===== src/common/csl_link_regs.svh =====
// Constants of the code segment call linkage block: low memory pointers,
// descriptor, label and status field positions.
// Assumes 16-bit memory words and 20-bit addresses made of a 4-bit bank and a 16-bit word.
`ifndef CSL_LINK_REGS_SVH
`define CSL_LINK_REGS_SVH

// ----------------------------------------------------------------------------
// Low memory pointers and table geometry
// ----------------------------------------------------------------------------
`define CSL_LOC_CST     16'h0000
`define CSL_LOC_PROGRAM_SEG_EXTENSION    16'h0001
`define CSL_TBL_BANK    4'h0
`define CSL_SEG_PROG    8'hC0
`define CSL_PROG_MAX    8'h3E
`define CSL_SEG_NONE    8'h00
`define CSL_DSEG_RSVD   8'h00
`define CSL_W_BANK      16'h0001
`define CSL_W_BASE      16'h0003
`define CSL_ONE         16'h0001
`define CSL_ENT0        7'h00
`define CSL_RST_WORD    16'h0000
`define CSL_STK_NEXT    20'h00001

// ----------------------------------------------------------------------------
// Descriptor first word and second word bank field
// ----------------------------------------------------------------------------
`define CSL_F_ABS       15
`define CSL_F_PRV       14
`define CSL_F_REF       13
`define CSL_F_TRC       12
`define CSL_LEN_R       11:0
`define CSL_BANK_R      3:0

// ----------------------------------------------------------------------------
// Labels, transfer length word and status word
// ----------------------------------------------------------------------------
`define CSL_L_EXT       0
`define CSL_L_UNC       15
`define CSL_L_OFF       14:1
`define CSL_L_SEG       15:8
`define CSL_L_STT       7:1
`define CSL_STT_LAST    7:0
`define CSL_ST_SEG      7:0
`define CSL_ST_PRV      15

`endif


===== src/common/csl_link_pkg.sv =====
// Types of the code segment call linkage block.
// Assumes the constants header is included by the design file.
package csl_link_pkg;

    typedef enum logic [3:0] {
        CSL_IDLE   = 4'b0000,
        CSL_PUSH_R = 4'b0001,
        CSL_PUSH_S = 4'b0010,
        CSL_RD_LEN = 4'b0011,
        CSL_RD_ENT = 4'b0100,
        CSL_EVAL   = 4'b0101,
        CSL_SEG    = 4'b0110,
        CSL_RD_TBL = 4'b0111,
        CSL_RD_FIN = 4'b1000,
        CSL_RD_W1  = 4'b1001,
        CSL_WAIT_A = 4'b1010,
        CSL_WR_REF = 4'b1011,
        CSL_RD_W2  = 4'b1100,
        CSL_RD_W4  = 4'b1101,
        CSL_RD_TL  = 4'b1110,
        CSL_RD_TE  = 4'b1111
    } csl_state_type;

    typedef enum logic [2:0] {
        CSL_F_NONE   = 3'b000,
        CSL_F_SEG0   = 3'b001,
        CSL_F_SEGRNG = 3'b010,
        CSL_F_STTRNG = 3'b011,
        CSL_F_UNCALL = 3'b100,
        CSL_F_BADTGT = 3'b101
    } csl_fault_type;

    typedef struct packed {
        csl_state_type st;
        csl_fault_type fcode;
        logic          busy;
        logic          done;
        logic          fault;
        logic          mem_req;
        logic          mem_we;
        logic [19:0]   mem_addr;
        logic [15:0]   mem_wdata;
        logic [15:0]   base;
        logic [15:0]   limit;
        logic [15:0]   pc;
        logic [15:0]   status;
        logic [3:0]    bank;
        logic [15:0]   nbase;
        logic [15:0]   nlimit;
        logic [3:0]    nbank;
        logic [15:0]   desc;
        logic [15:0]   flags;
        logic [15:0]   label;
        logic [15:0]   ret;
        logic [15:0]   sstat;
        logic [7:0]    seg;
        logic [6:0]    ent;
        logic [6:0]    seg_transfer_table;
        logic          is_exit;
        logic          user;
        logic          prog;
        logic          absent_req;
        logic          trace;
        logic          dseg_fault;
    } csl_reg_type;

endpackage


===== src/csl_link.sv =====
// Procedure call and exit linkage: segment lookup, descriptor decode,
// transfer table checks and loading of the code base and limit registers.
// Assumes one memory word port with a one-cycle ack, and stack logic outside
// that supplies the push address, the top-of-stack label and saved exit words.
//
// Function
// Segments below octal 300 use pointer at zero
// Octal 300 to 400 use pointer at one
// Program extension holds at most 63 segments
// Descriptor is four words: location and length
// Flags: absent, privileged, trace checked on call
// Length field is length over four, rescaled
// Every reference sets the descriptor reference flag
// Resident: bank and base; absent: disc address
// Code base loaded from descriptor fourth word
// Code limit computed from segment length
// Table entry zero points at final entry
// Transfer entry n fetched at limit minus n
// Entry zero is length; beyond last rejected
// Inside call to entry zero uses stack label
// External entry zero: check uncallable, start at base
// Label bit zero set means external label
// Local label is base-relative program counter offset
// Call pushes return address before transfer
// Absent target is brought in before transfer
// Uncallable entry refuses external user mode calls
// Exit restores status, base and return point
// Data segment zero is never allocated
`timescale 1ns/100ps
`include "csl_link_regs.svh"

module csl_link
    import csl_link_pkg::*;
(
    // Clock and reset
    input  wire logic        clk,
    input  wire logic        rst_n,
    input  wire logic        ce,
    // Commands
    input  wire logic        call_req,
    input  wire logic [6:0]  call_entry,
    input  wire logic        user_mode,
    input  wire logic        exit_req,
    input  wire logic [15:0] saved_status,
    input  wire logic [15:0] saved_ret,
    // Stack side
    input  wire logic [19:0] stack_addr,
    input  wire logic [15:0] tos_label,
    // Segment loader
    input  wire logic        absent_done,
    // Data segment allocation check
    input  wire logic        dseg_req,
    input  wire logic [7:0]  dseg_num,
    // Memory port
    output logic             mem_req,
    output logic             mem_we,
    output logic [19:0]      mem_addr,
    output logic [15:0]      mem_wdata,
    input  wire logic        mem_ack,
    input  wire logic [15:0] mem_rdata,
    // Results
    output logic             busy,
    output logic             done,
    output logic             fault,
    output logic [2:0]       fault_code,
    output logic             absent_req,
    output logic [7:0]       absent_seg,
    output logic             trace_req,
    output logic             dseg_fault,
    output logic [15:0]      code_base_reg,
    output logic [15:0]      code_limit_reg,
    output logic [3:0]       code_bank,
    output logic [15:0]      prog_counter,
    output logic [15:0]      status_word
);

    csl_reg_type r_q;
    csl_reg_type r_d;
    logic        ack;
    logic [7:0]  prog_idx;
    logic [15:0] seg_off;
    logic [15:0] len_words;
    logic [15:0] lbl_off;
    logic [19:0] ent_addr;
    logic [19:0] tgt_addr;

    assign ack       = r_q.mem_req && mem_ack;
    assign prog_idx  = r_q.seg - `CSL_SEG_PROG;
    // Four words per descriptor, so the table index is scaled by four
    assign seg_off   = r_q.prog ? {6'h00, prog_idx, 2'b00} : {6'h00, r_q.seg, 2'b00};
    // Length field counts groups of four words
    assign len_words = {2'b00, r_q.flags[`CSL_LEN_R], 2'b00};
    assign lbl_off   = {2'b00, mem_rdata[`CSL_L_OFF]};
    // Transfer entries count backward from the limit
    assign ent_addr  = {r_q.bank, r_q.limit - {9'h000, r_q.ent}};
    assign tgt_addr  = {r_q.nbank, r_q.nlimit - {9'h000, r_q.seg_transfer_table}};

    // ------------------------------------------------------------------------
    // Helpers
    // ------------------------------------------------------------------------
    function automatic csl_reg_type go_mem(csl_reg_type s, csl_state_type nx,
                                           logic we, logic [19:0] a, logic [15:0] w);
        s.st        = nx;
        s.mem_req   = 1'b1;
        s.mem_we    = we;
        s.mem_addr  = a;
        s.mem_wdata = w;
        return s;
    endfunction

    function automatic csl_reg_type end_fault(csl_reg_type s, csl_fault_type f);
        s.st      = CSL_IDLE;
        s.busy    = 1'b0;
        s.fault   = 1'b1;
        s.fcode   = f;
        s.mem_req = 1'b0;
        return s;
    endfunction

    // Nothing current changes until every check on the target has passed
    function automatic csl_reg_type commit(csl_reg_type s, logic [15:0] new_pc);
        s.base    = s.nbase;
        s.limit   = s.nlimit;
        s.bank    = s.nbank;
        s.pc      = new_pc;
        s.status  = s.is_exit ? s.sstat : {s.flags[`CSL_F_PRV], 7'h00, s.seg};
        s.st      = CSL_IDLE;
        s.busy    = 1'b0;
        s.done    = 1'b1;
        s.mem_req = 1'b0;
        return s;
    endfunction

    // A local transfer keeps segment, limit and status as they are
    function automatic csl_reg_type finish_local(csl_reg_type s, logic [15:0] new_pc);
        s.pc      = new_pc;
        s.st      = CSL_IDLE;
        s.busy    = 1'b0;
        s.done    = 1'b1;
        s.mem_req = 1'b0;
        return s;
    endfunction

    // ------------------------------------------------------------------------
    // Next state
    // ------------------------------------------------------------------------
    always_comb
    begin
        r_d            = r_q;
        r_d.done       = 1'b0;
        r_d.fault      = 1'b0;
        r_d.trace      = 1'b0;
        r_d.dseg_fault = dseg_req && (dseg_num == `CSL_DSEG_RSVD);
        if (ack)
        begin
            r_d.mem_req = 1'b0;
        end
        unique case (r_q.st)
            CSL_IDLE:
            begin
                if (call_req)
                begin
                    r_d.busy    = 1'b1;
                    r_d.is_exit = 1'b0;
                    r_d.ent     = call_entry;
                    r_d.user    = user_mode;
                    r_d         = go_mem(r_d, CSL_PUSH_R, 1'b1, stack_addr,
                                         r_q.pc - r_q.base + `CSL_ONE);
                end
                else if (exit_req)
                begin
                    r_d.busy    = 1'b1;
                    r_d.is_exit = 1'b1;
                    r_d.sstat   = saved_status;
                    r_d.ret     = saved_ret;
                    r_d.seg     = saved_status[`CSL_ST_SEG];
                    r_d.st      = CSL_SEG;
                end
            end
            CSL_PUSH_R:
            begin
                if (ack)
                begin
                    r_d = go_mem(r_d, CSL_PUSH_S, 1'b1, stack_addr + `CSL_STK_NEXT, r_q.status);
                end
            end
            CSL_PUSH_S:
            begin
                if (ack && (r_q.ent == `CSL_ENT0))
                begin
                    // Entry zero from inside the segment takes its label off the stack
                    r_d.label = tos_label;
                    r_d.st    = CSL_EVAL;
                end
                else if (ack)
                begin
                    r_d = go_mem(r_d, CSL_RD_LEN, 1'b0, {r_q.bank, r_q.limit}, `CSL_RST_WORD);
                end
            end
            CSL_RD_LEN:
            begin
                if (ack && ({1'b0, r_q.ent} > mem_rdata[`CSL_STT_LAST]))
                begin
                    r_d = end_fault(r_d, CSL_F_STTRNG);
                end
                else if (ack)
                begin
                    r_d = go_mem(r_d, CSL_RD_ENT, 1'b0, ent_addr, `CSL_RST_WORD);
                end
            end
            CSL_RD_ENT:
            begin
                if (ack)
                begin
                    r_d.label = mem_rdata;
                    r_d.st    = CSL_EVAL;
                end
            end
            CSL_EVAL:
            begin
                if (r_q.label[`CSL_L_EXT])
                begin
                    r_d.seg = r_q.label[`CSL_L_SEG];
                    r_d.seg_transfer_table = r_q.label[`CSL_L_STT];
                    r_d.st  = CSL_SEG;
                end
                else
                begin
                    r_d = finish_local(r_d, r_q.base + {2'b00, r_q.label[`CSL_L_OFF]});
                end
            end
            CSL_SEG:
            begin
                r_d.prog = (r_q.seg >= `CSL_SEG_PROG);
                if (r_q.seg == `CSL_SEG_NONE)
                begin
                    // Entry zero is table control, never a segment
                    r_d = end_fault(r_d, CSL_F_SEG0);
                end
                else if ((r_q.seg >= `CSL_SEG_PROG) && (prog_idx > `CSL_PROG_MAX))
                begin
                    r_d = end_fault(r_d, CSL_F_SEGRNG);
                end
                else if (r_q.seg >= `CSL_SEG_PROG)
                begin
                    r_d = go_mem(r_d, CSL_RD_TBL, 1'b0, {`CSL_TBL_BANK, `CSL_LOC_PROGRAM_SEG_EXTENSION}, `CSL_RST_WORD);
                end
                else
                begin
                    r_d = go_mem(r_d, CSL_RD_TBL, 1'b0, {`CSL_TBL_BANK, `CSL_LOC_CST}, `CSL_RST_WORD);
                end
            end
            CSL_RD_TBL:
            begin
                if (ack)
                begin
                    r_d.desc = mem_rdata + seg_off;
                    if (r_q.prog)
                    begin
                        r_d = go_mem(r_d, CSL_RD_W1, 1'b0, {`CSL_TBL_BANK, mem_rdata + seg_off}, `CSL_RST_WORD);
                    end
                    else
                    begin
                        r_d = go_mem(r_d, CSL_RD_FIN, 1'b0, {`CSL_TBL_BANK, mem_rdata}, `CSL_RST_WORD);
                    end
                end
            end
            CSL_RD_FIN:
            begin
                // Entry zero holds the address of the last entry and so bounds the table
                if (ack && (r_q.desc > mem_rdata))
                begin
                    r_d = end_fault(r_d, CSL_F_SEGRNG);
                end
                else if (ack)
                begin
                    r_d = go_mem(r_d, CSL_RD_W1, 1'b0, {`CSL_TBL_BANK, r_q.desc}, `CSL_RST_WORD);
                end
            end
            CSL_RD_W1:
            begin
                if (ack)
                begin
                    r_d.flags = mem_rdata;
                    if (mem_rdata[`CSL_F_ABS])
                    begin
                        r_d.absent_req = 1'b1;
                        r_d.st         = CSL_WAIT_A;
                    end
                    else
                    begin
                        r_d.trace = mem_rdata[`CSL_F_TRC] && !r_q.is_exit;
                        r_d       = go_mem(r_d, CSL_WR_REF, 1'b1, {`CSL_TBL_BANK, r_q.desc},
                                           mem_rdata | (`CSL_ONE << `CSL_F_REF));
                    end
                end
            end
            CSL_WAIT_A:
            begin
                // Words two and four hold a disc address while absent, so they are not read yet
                if (absent_done)
                begin
                    r_d.absent_req = 1'b0;
                    r_d            = go_mem(r_d, CSL_RD_W1, 1'b0, {`CSL_TBL_BANK, r_q.desc}, `CSL_RST_WORD);
                end
            end
            CSL_WR_REF:
            begin
                if (ack)
                begin
                    r_d = go_mem(r_d, CSL_RD_W2, 1'b0, {`CSL_TBL_BANK, r_q.desc + `CSL_W_BANK}, `CSL_RST_WORD);
                end
            end
            CSL_RD_W2:
            begin
                if (ack)
                begin
                    r_d.nbank = mem_rdata[`CSL_BANK_R];
                    r_d       = go_mem(r_d, CSL_RD_W4, 1'b0, {`CSL_TBL_BANK, r_q.desc + `CSL_W_BASE}, `CSL_RST_WORD);
                end
            end
            CSL_RD_W4:
            begin
                if (ack)
                begin
                    r_d.nbase  = mem_rdata;
                    r_d.nlimit = mem_rdata + len_words - `CSL_ONE;
                    if (r_q.is_exit)
                    begin
                        r_d = commit(r_d, mem_rdata + r_q.ret);
                    end
                    else
                    begin
                        r_d = go_mem(r_d, CSL_RD_TL, 1'b0, {r_q.nbank, mem_rdata + len_words - `CSL_ONE},
                                     `CSL_RST_WORD);
                    end
                end
            end
            CSL_RD_TL:
            begin
                if (ack && (r_q.seg_transfer_table == `CSL_ENT0) && r_q.user && mem_rdata[`CSL_L_UNC])
                begin
                    r_d = end_fault(r_d, CSL_F_UNCALL);
                end
                else if (ack && (r_q.seg_transfer_table == `CSL_ENT0))
                begin
                    r_d = commit(r_d, r_q.nbase);
                end
                else if (ack && ({1'b0, r_q.seg_transfer_table} > mem_rdata[`CSL_STT_LAST]))
                begin
                    r_d = end_fault(r_d, CSL_F_STTRNG);
                end
                else if (ack)
                begin
                    r_d = go_mem(r_d, CSL_RD_TE, 1'b0, tgt_addr, `CSL_RST_WORD);
                end
            end
            CSL_RD_TE:
            begin
                // An external label found here would chain without end, so it is refused
                if (ack && mem_rdata[`CSL_L_EXT])
                begin
                    r_d = end_fault(r_d, CSL_F_BADTGT);
                end
                else if (ack && r_q.user && mem_rdata[`CSL_L_UNC])
                begin
                    r_d = end_fault(r_d, CSL_F_UNCALL);
                end
                else if (ack)
                begin
                    r_d = commit(r_d, r_q.nbase + lbl_off);
                end
            end
        endcase
    end

    // ------------------------------------------------------------------------
    // State register
    // ------------------------------------------------------------------------
    always_ff @(posedge clk or negedge rst_n)
    begin
        if (!rst_n)
        begin
            r_q <= '0;
        end
        else if (ce)
        begin
            r_q <= r_d;
        end
    end

    assign mem_req        = r_q.mem_req;
    assign mem_we         = r_q.mem_we;
    assign mem_addr       = r_q.mem_addr;
    assign mem_wdata      = r_q.mem_wdata;
    assign busy           = r_q.busy;
    assign done           = r_q.done;
    assign fault          = r_q.fault;
    assign fault_code     = r_q.fcode;
    assign absent_req     = r_q.absent_req;
    assign absent_seg     = r_q.seg;
    assign trace_req      = r_q.trace;
    assign dseg_fault     = r_q.dseg_fault;
    assign code_base_reg  = r_q.base;
    assign code_limit_reg = r_q.limit;
    assign code_bank      = r_q.bank;
    assign prog_counter   = r_q.pc;
    assign status_word    = r_q.status;

    // ------------------------------------------------------------------------
    // Checks
    // ------------------------------------------------------------------------
    a_dseg_zero_flag: assert property (@(posedge clk) disable iff (!rst_n)
        ce && dseg_req && (dseg_num == `CSL_DSEG_RSVD) |=> dseg_fault)
    else
        $error("reserved data segment not flagged");

    a_push_return: assert property (@(posedge clk) disable iff (!rst_n)
        ce && (r_q.st == CSL_IDLE) && call_req |=> mem_req && mem_we && (mem_addr == $past(stack_addr)))
    else
        $error("call did not push the return address first");

    a_ref_flag_set: assert property (@(posedge clk) disable iff (!rst_n)
        (r_q.st == CSL_WR_REF) && mem_req |-> mem_we && mem_wdata[`CSL_F_REF])
    else
        $error("descriptor written back without reference flag");

    a_stt_range: assert property (@(posedge clk) disable iff (!rst_n)
        ce && ack && (r_q.st == CSL_RD_LEN) && ({1'b0, r_q.ent} > mem_rdata[`CSL_STT_LAST])
        |=> fault && (fault_code == CSL_F_STTRNG))
    else
        $error("entry beyond table length not refused");

    a_uncall_user: assert property (@(posedge clk) disable iff (!rst_n)
        ce && ack && (r_q.st == CSL_RD_TE) && r_q.user && !mem_rdata[`CSL_L_EXT] && mem_rdata[`CSL_L_UNC]
        |=> fault && (fault_code == CSL_F_UNCALL))
    else
        $error("uncallable entry reached from user mode");

    a_absent_raise: assert property (@(posedge clk) disable iff (!rst_n)
        ce && ack && (r_q.st == CSL_RD_W1) && mem_rdata[`CSL_F_ABS]
        |=> absent_req && !done && (absent_seg == $past(r_q.seg)))
    else
        $error("absent segment not requested");

    a_exit_seg: assert property (@(posedge clk) disable iff (!rst_n)
        ce && (r_q.st == CSL_IDLE) && !call_req && exit_req
        |=> busy && (r_q.seg == $past(saved_status[`CSL_ST_SEG])))
    else
        $error("exit did not take the caller segment");

endmodule // csl_link


===== config.mk =====
export PLATFORM = sky130hd
export DESIGN_NAME = csl_link
export DESIGN_NICKNAME = d
export VERILOG_FILES = /design/src/common/csl_link_pkg.sv /design/src/csl_link.sv
export VERILOG_INCLUDE_DIRS = /design/src /design/src/common
export SDC_FILE = /design/constraint.sdc
export NUM_CORES = 1
export LEC_CHECK = 0
export BUFFER_PORTS_ARGS = -buffer_cell sky130_fd_sc_hd__buf_2
export CAP_MARGIN = 20
export CORE_MARGIN = 2
export CORE_UTILIZATION = 30
export DETAILED_ROUTE_END_ITERATION = 10
export SLEW_MARGIN = 20
export SYNTH_ARGS = -nofsm -noshare
export SYNTH_HDL_FRONTEND = slang
export SYNTH_SLANG_ARGS = --single-unit
export TNS_END_PERCENT = 1

===== constraint.sdc =====
create_clock -name clk -period 3.6 [get_ports clk]
set_clock_uncertainty 0.1 [all_clocks]
set_input_delay 0.18 -clock clk [delete_from_list [all_inputs] [get_ports clk]]
set_output_delay 0.18 -clock clk [all_outputs]
set_load 0.01 [all_outputs]

==> results_dict.tcl <==
set metrics [dict create \
    grt_usage_pct 23.98 \
    worst_slack_ns 0.1712 \
    instances_no_fill 3655 \
    pwr-share-clk_pct 49.1 \
    gp_congestion 0.9765 \
    viasPerCell 5.542 \
    startpoint_type "register" \
    crit_fanout 8 \
    core.rowCount 95 \
    cts.sinks 257 \
    fin_crit_ns 3.429 \
    switchingPower_mw 1.923 \
    grt_max_degree 111 \
    p_sw_share_pct 26.67 \
    synth_cell_types 86 \
    max_freq_mhz 291.6 \
    max_cap_viol_count 0 \
    syn-instance-count 2510 \
    grt_setup_unrepaired "no" \
    final.period_utilization_pct 95.24 \
    r2r_start "r_q[97]" \
    cp.required_ns 3.92 \
    combPwrFrac_pct 10.6 \
    post-place-ws_ns 0.05647 \
    vias 20260 \
    p_int_mw 5.288 \
    maxSlewViolCount 0 \
    cts_root_buffer "clkbuf_16" \
    fill_cells 6992 \
    drive_above_1_share_pct 18.12 \
    status "finished clean" \
    syn_area_per_cell_sq_um 8.161 \
    worst-setup-path-type "reg2reg" \
    placed_cells 3532 \
    mostFrequentLayoutCells "nand2_1 (349), dfrtp_1 (257), buf_2 (229)" \
    relSlewSlack_pct 28.03 \
    async_flop_share_pct 100.0 \
    crit_path_start "r_q[97]" \
    die_h_microns 265.3 \
    clkTransAtPathRegs_ns 0.06 \
    ys_seq_elements 257 \
    setup-tns-final_ns 0 \
    nNetsFinal 3034 \
    min_path_type "in2reg" \
    ys_seq_area_share_pct 31.40 \
    cts_setup_buffers 0 \
    cts_tree "yes" \
    yosysWarnings 0 \
    p_leak_nw 11.31 \
    io_buffers 230 \
    ant_nets 0 \
    ys.flop_type "dfrtp_1" \
    cellPowerDensity_mw_per_mm2 295.1 \
    setup_viol 0 \
    regMostFlops "r_q" \
    core_area_sq_mm 0.06740 \
    syn2layout_area_growth_pct 19.29 \
    synth_enable_flop_cells 0 \
    hp-start "mem_rdata[8]" \
    power.share.sequential_pct 40.3 \
    grt_pass1_vias 19450 \
    hold_viol_final 0 \
    routedWlPerCell_microns 23.55 \
    die_w_microns 265.3 \
    largest_reg_flops 122 \
    drcViolationCount 0 \
    hpwl_microns 67600 \
    worst_pin_slew_ns 1.076 \
    drt-pass1-iter-count 6 \
    overflow 0 \
    io_pins 231 \
    drt_iter0_markers 2081 \
    grt_pass1_wl_microns 127100 \
    cts-buffers-inserted 35 \
    num_antenna_cells 0 \
    routed_wl_microns 86090 \
    start_util_pct 30.39 \
    die_area_sq_mm 0.07038 \
    clockBufferDepth 3 \
    setup.worst_path.end_class "register" \
    arrival_ns 3.75 \
    insertion_delay_ns 0.57 \
    peakVddDrop_mv 0.2482 \
    syn_area_sq_mm 0.02048 \
    h-tree-depth 2 \
    final_common_cell "nand2_1" \
    antenna_found_initial 0 \
    synth_fp_nets 2783 \
]
-- synth_stat cells, types with 9 or more instances --
master,instances,area share (%)
nand4_1,19,0.58
a221oi_1,30,1.3
xor2_1,37,1.6
clkbuf_1,80,1.5
a21o_1,29,1.1
buf_1,9,0.16
a31oi_1,42,1.3
nand3_1,51,1.2
ha_1,157,9.6
nand2b_1,28,0.86
o211ai_1,15,0.55
or2_2,10,0.31
a211oi_1,25,0.92
o311ai_0,9,0.38
mux2_2,31,1.7
nor4_1,16,0.49
a222oi_1,23,1.1
nor2b_1,15,0.46
o21bai_1,10,0.37
dfrtp_1,257,31
mux2i_1,13,0.64
nor3_1,72,1.8
buf_2,30,0.73
o21ai_0,223,5.4
buf_4,119,4.4
inv_1,129,2.4
o31ai_1,9,0.33
a2111oi_0,17,0.73
or3_1,25,0.76
nand2_1,349,6.4
and2_1,12,0.37
nor2_1,183,3.4
o21a_1,27,0.99
o22ai_1,19,0.58
xnor2_1,69,3.0
a22oi_1,43,1.6
o221ai_1,9,0.38
a21oi_1,139,3.4
-- power groups by stage --
stage	Sequential [mW]	Clock, mW	Combinational, mW
floorplan	2.95	0	0.320
global placement	2.95	0	0.700
detailed placement	2.95	0	0.702
CTS	2.90	3.60	0.759
global route	2.90	3.73	0.823
finish	2.90	3.54	0.766
-- cells by family after synthesis --
kind of cell / count (synthesis) / synth area share [%]
XOR/XNOR: 106 / 4.532
adder cells (fa/ha/maj): 165 / 10.37
flip-flops: 257 / 31.40
multiplexers: 45 / 2.413
AND/OR/NAND/NOR: 817 / 18.09
buffers and inverters: 372 / 9.254
AO/OA/AOI/OAI: 748 / 23.94
-- path summary, 6_finish.rpt --
check	endpoint	slack, ns	cells past startpoint
worst max register to register	mem_addr[6]	0.17	11
worst min-delay path	len_words[10]	0.03	3
worst min register to register	r_q[39]	0.38	2
max in group asynchronous	mem_wdata[8]	2.20	3
worst max-delay path	mem_addr[6]	0.17	11
min in group asynchronous	r_q[14]	0.23	2
-- through the flow --
stage          util [%]  power, mW  hold slack (ns)  cell area (sq um)
6_report          36.26      7.211          0.02838              24430
3_5_place_dp      33.60      3.656           0.2491              22650
2_1_floorplan         -      3.273          -0.2156              20480
3_3_place_gp      33.60      3.653           0.2338              22650
4_1_cts           36.24      7.264         0.008999              24430
5_1_grt           36.26      7.453          0.05824              24430
-- metal layers --
metal,track usage [%],wire length [microns]
met1,32.47,36830
met3,4.897,7755
met2,37.34,38030
met5,0,0
met4,9.528,3472
-- cell type report --
cell class | instances | area, sq um | area share (%)
Multi-Input combinational cell | 1881 | 12210 | 49.96
Sequential cell | 257 | 6431 | 26.32
Timing Repair Buffer | 454 | 3080 | 12.61
Tap cell | 873 | 1092 | 4.470
Clock buffer | 46 | 967.2 | 3.958
Inverter | 132 | 495.5 | 2.028
Clock inverter | 12 | 161.4 | 0.6606
-- worst max-delay path: stages, from the launching register on --
cell	delay, ns
dfrtp_1	0.50
ha_1	0.37
nand4_1	0.13
nor4_1	0.35
a221oi_2	0.13
buf_4	0.18
o21bai_1	0.17
nand2_1	0.25
buf_4	0.26
a2111oi_1	0.58
buf_4	0.20
a21oi_1	0.06
-- repair_timing --
item                                    CTS  global route
endpoints found under the setup margin    0             3
endpoints found under the hold margin   175             0
resized for setup                         0             3
hold buffers                             65             0
Note: power is estimated with default switching activity, not from simulation.
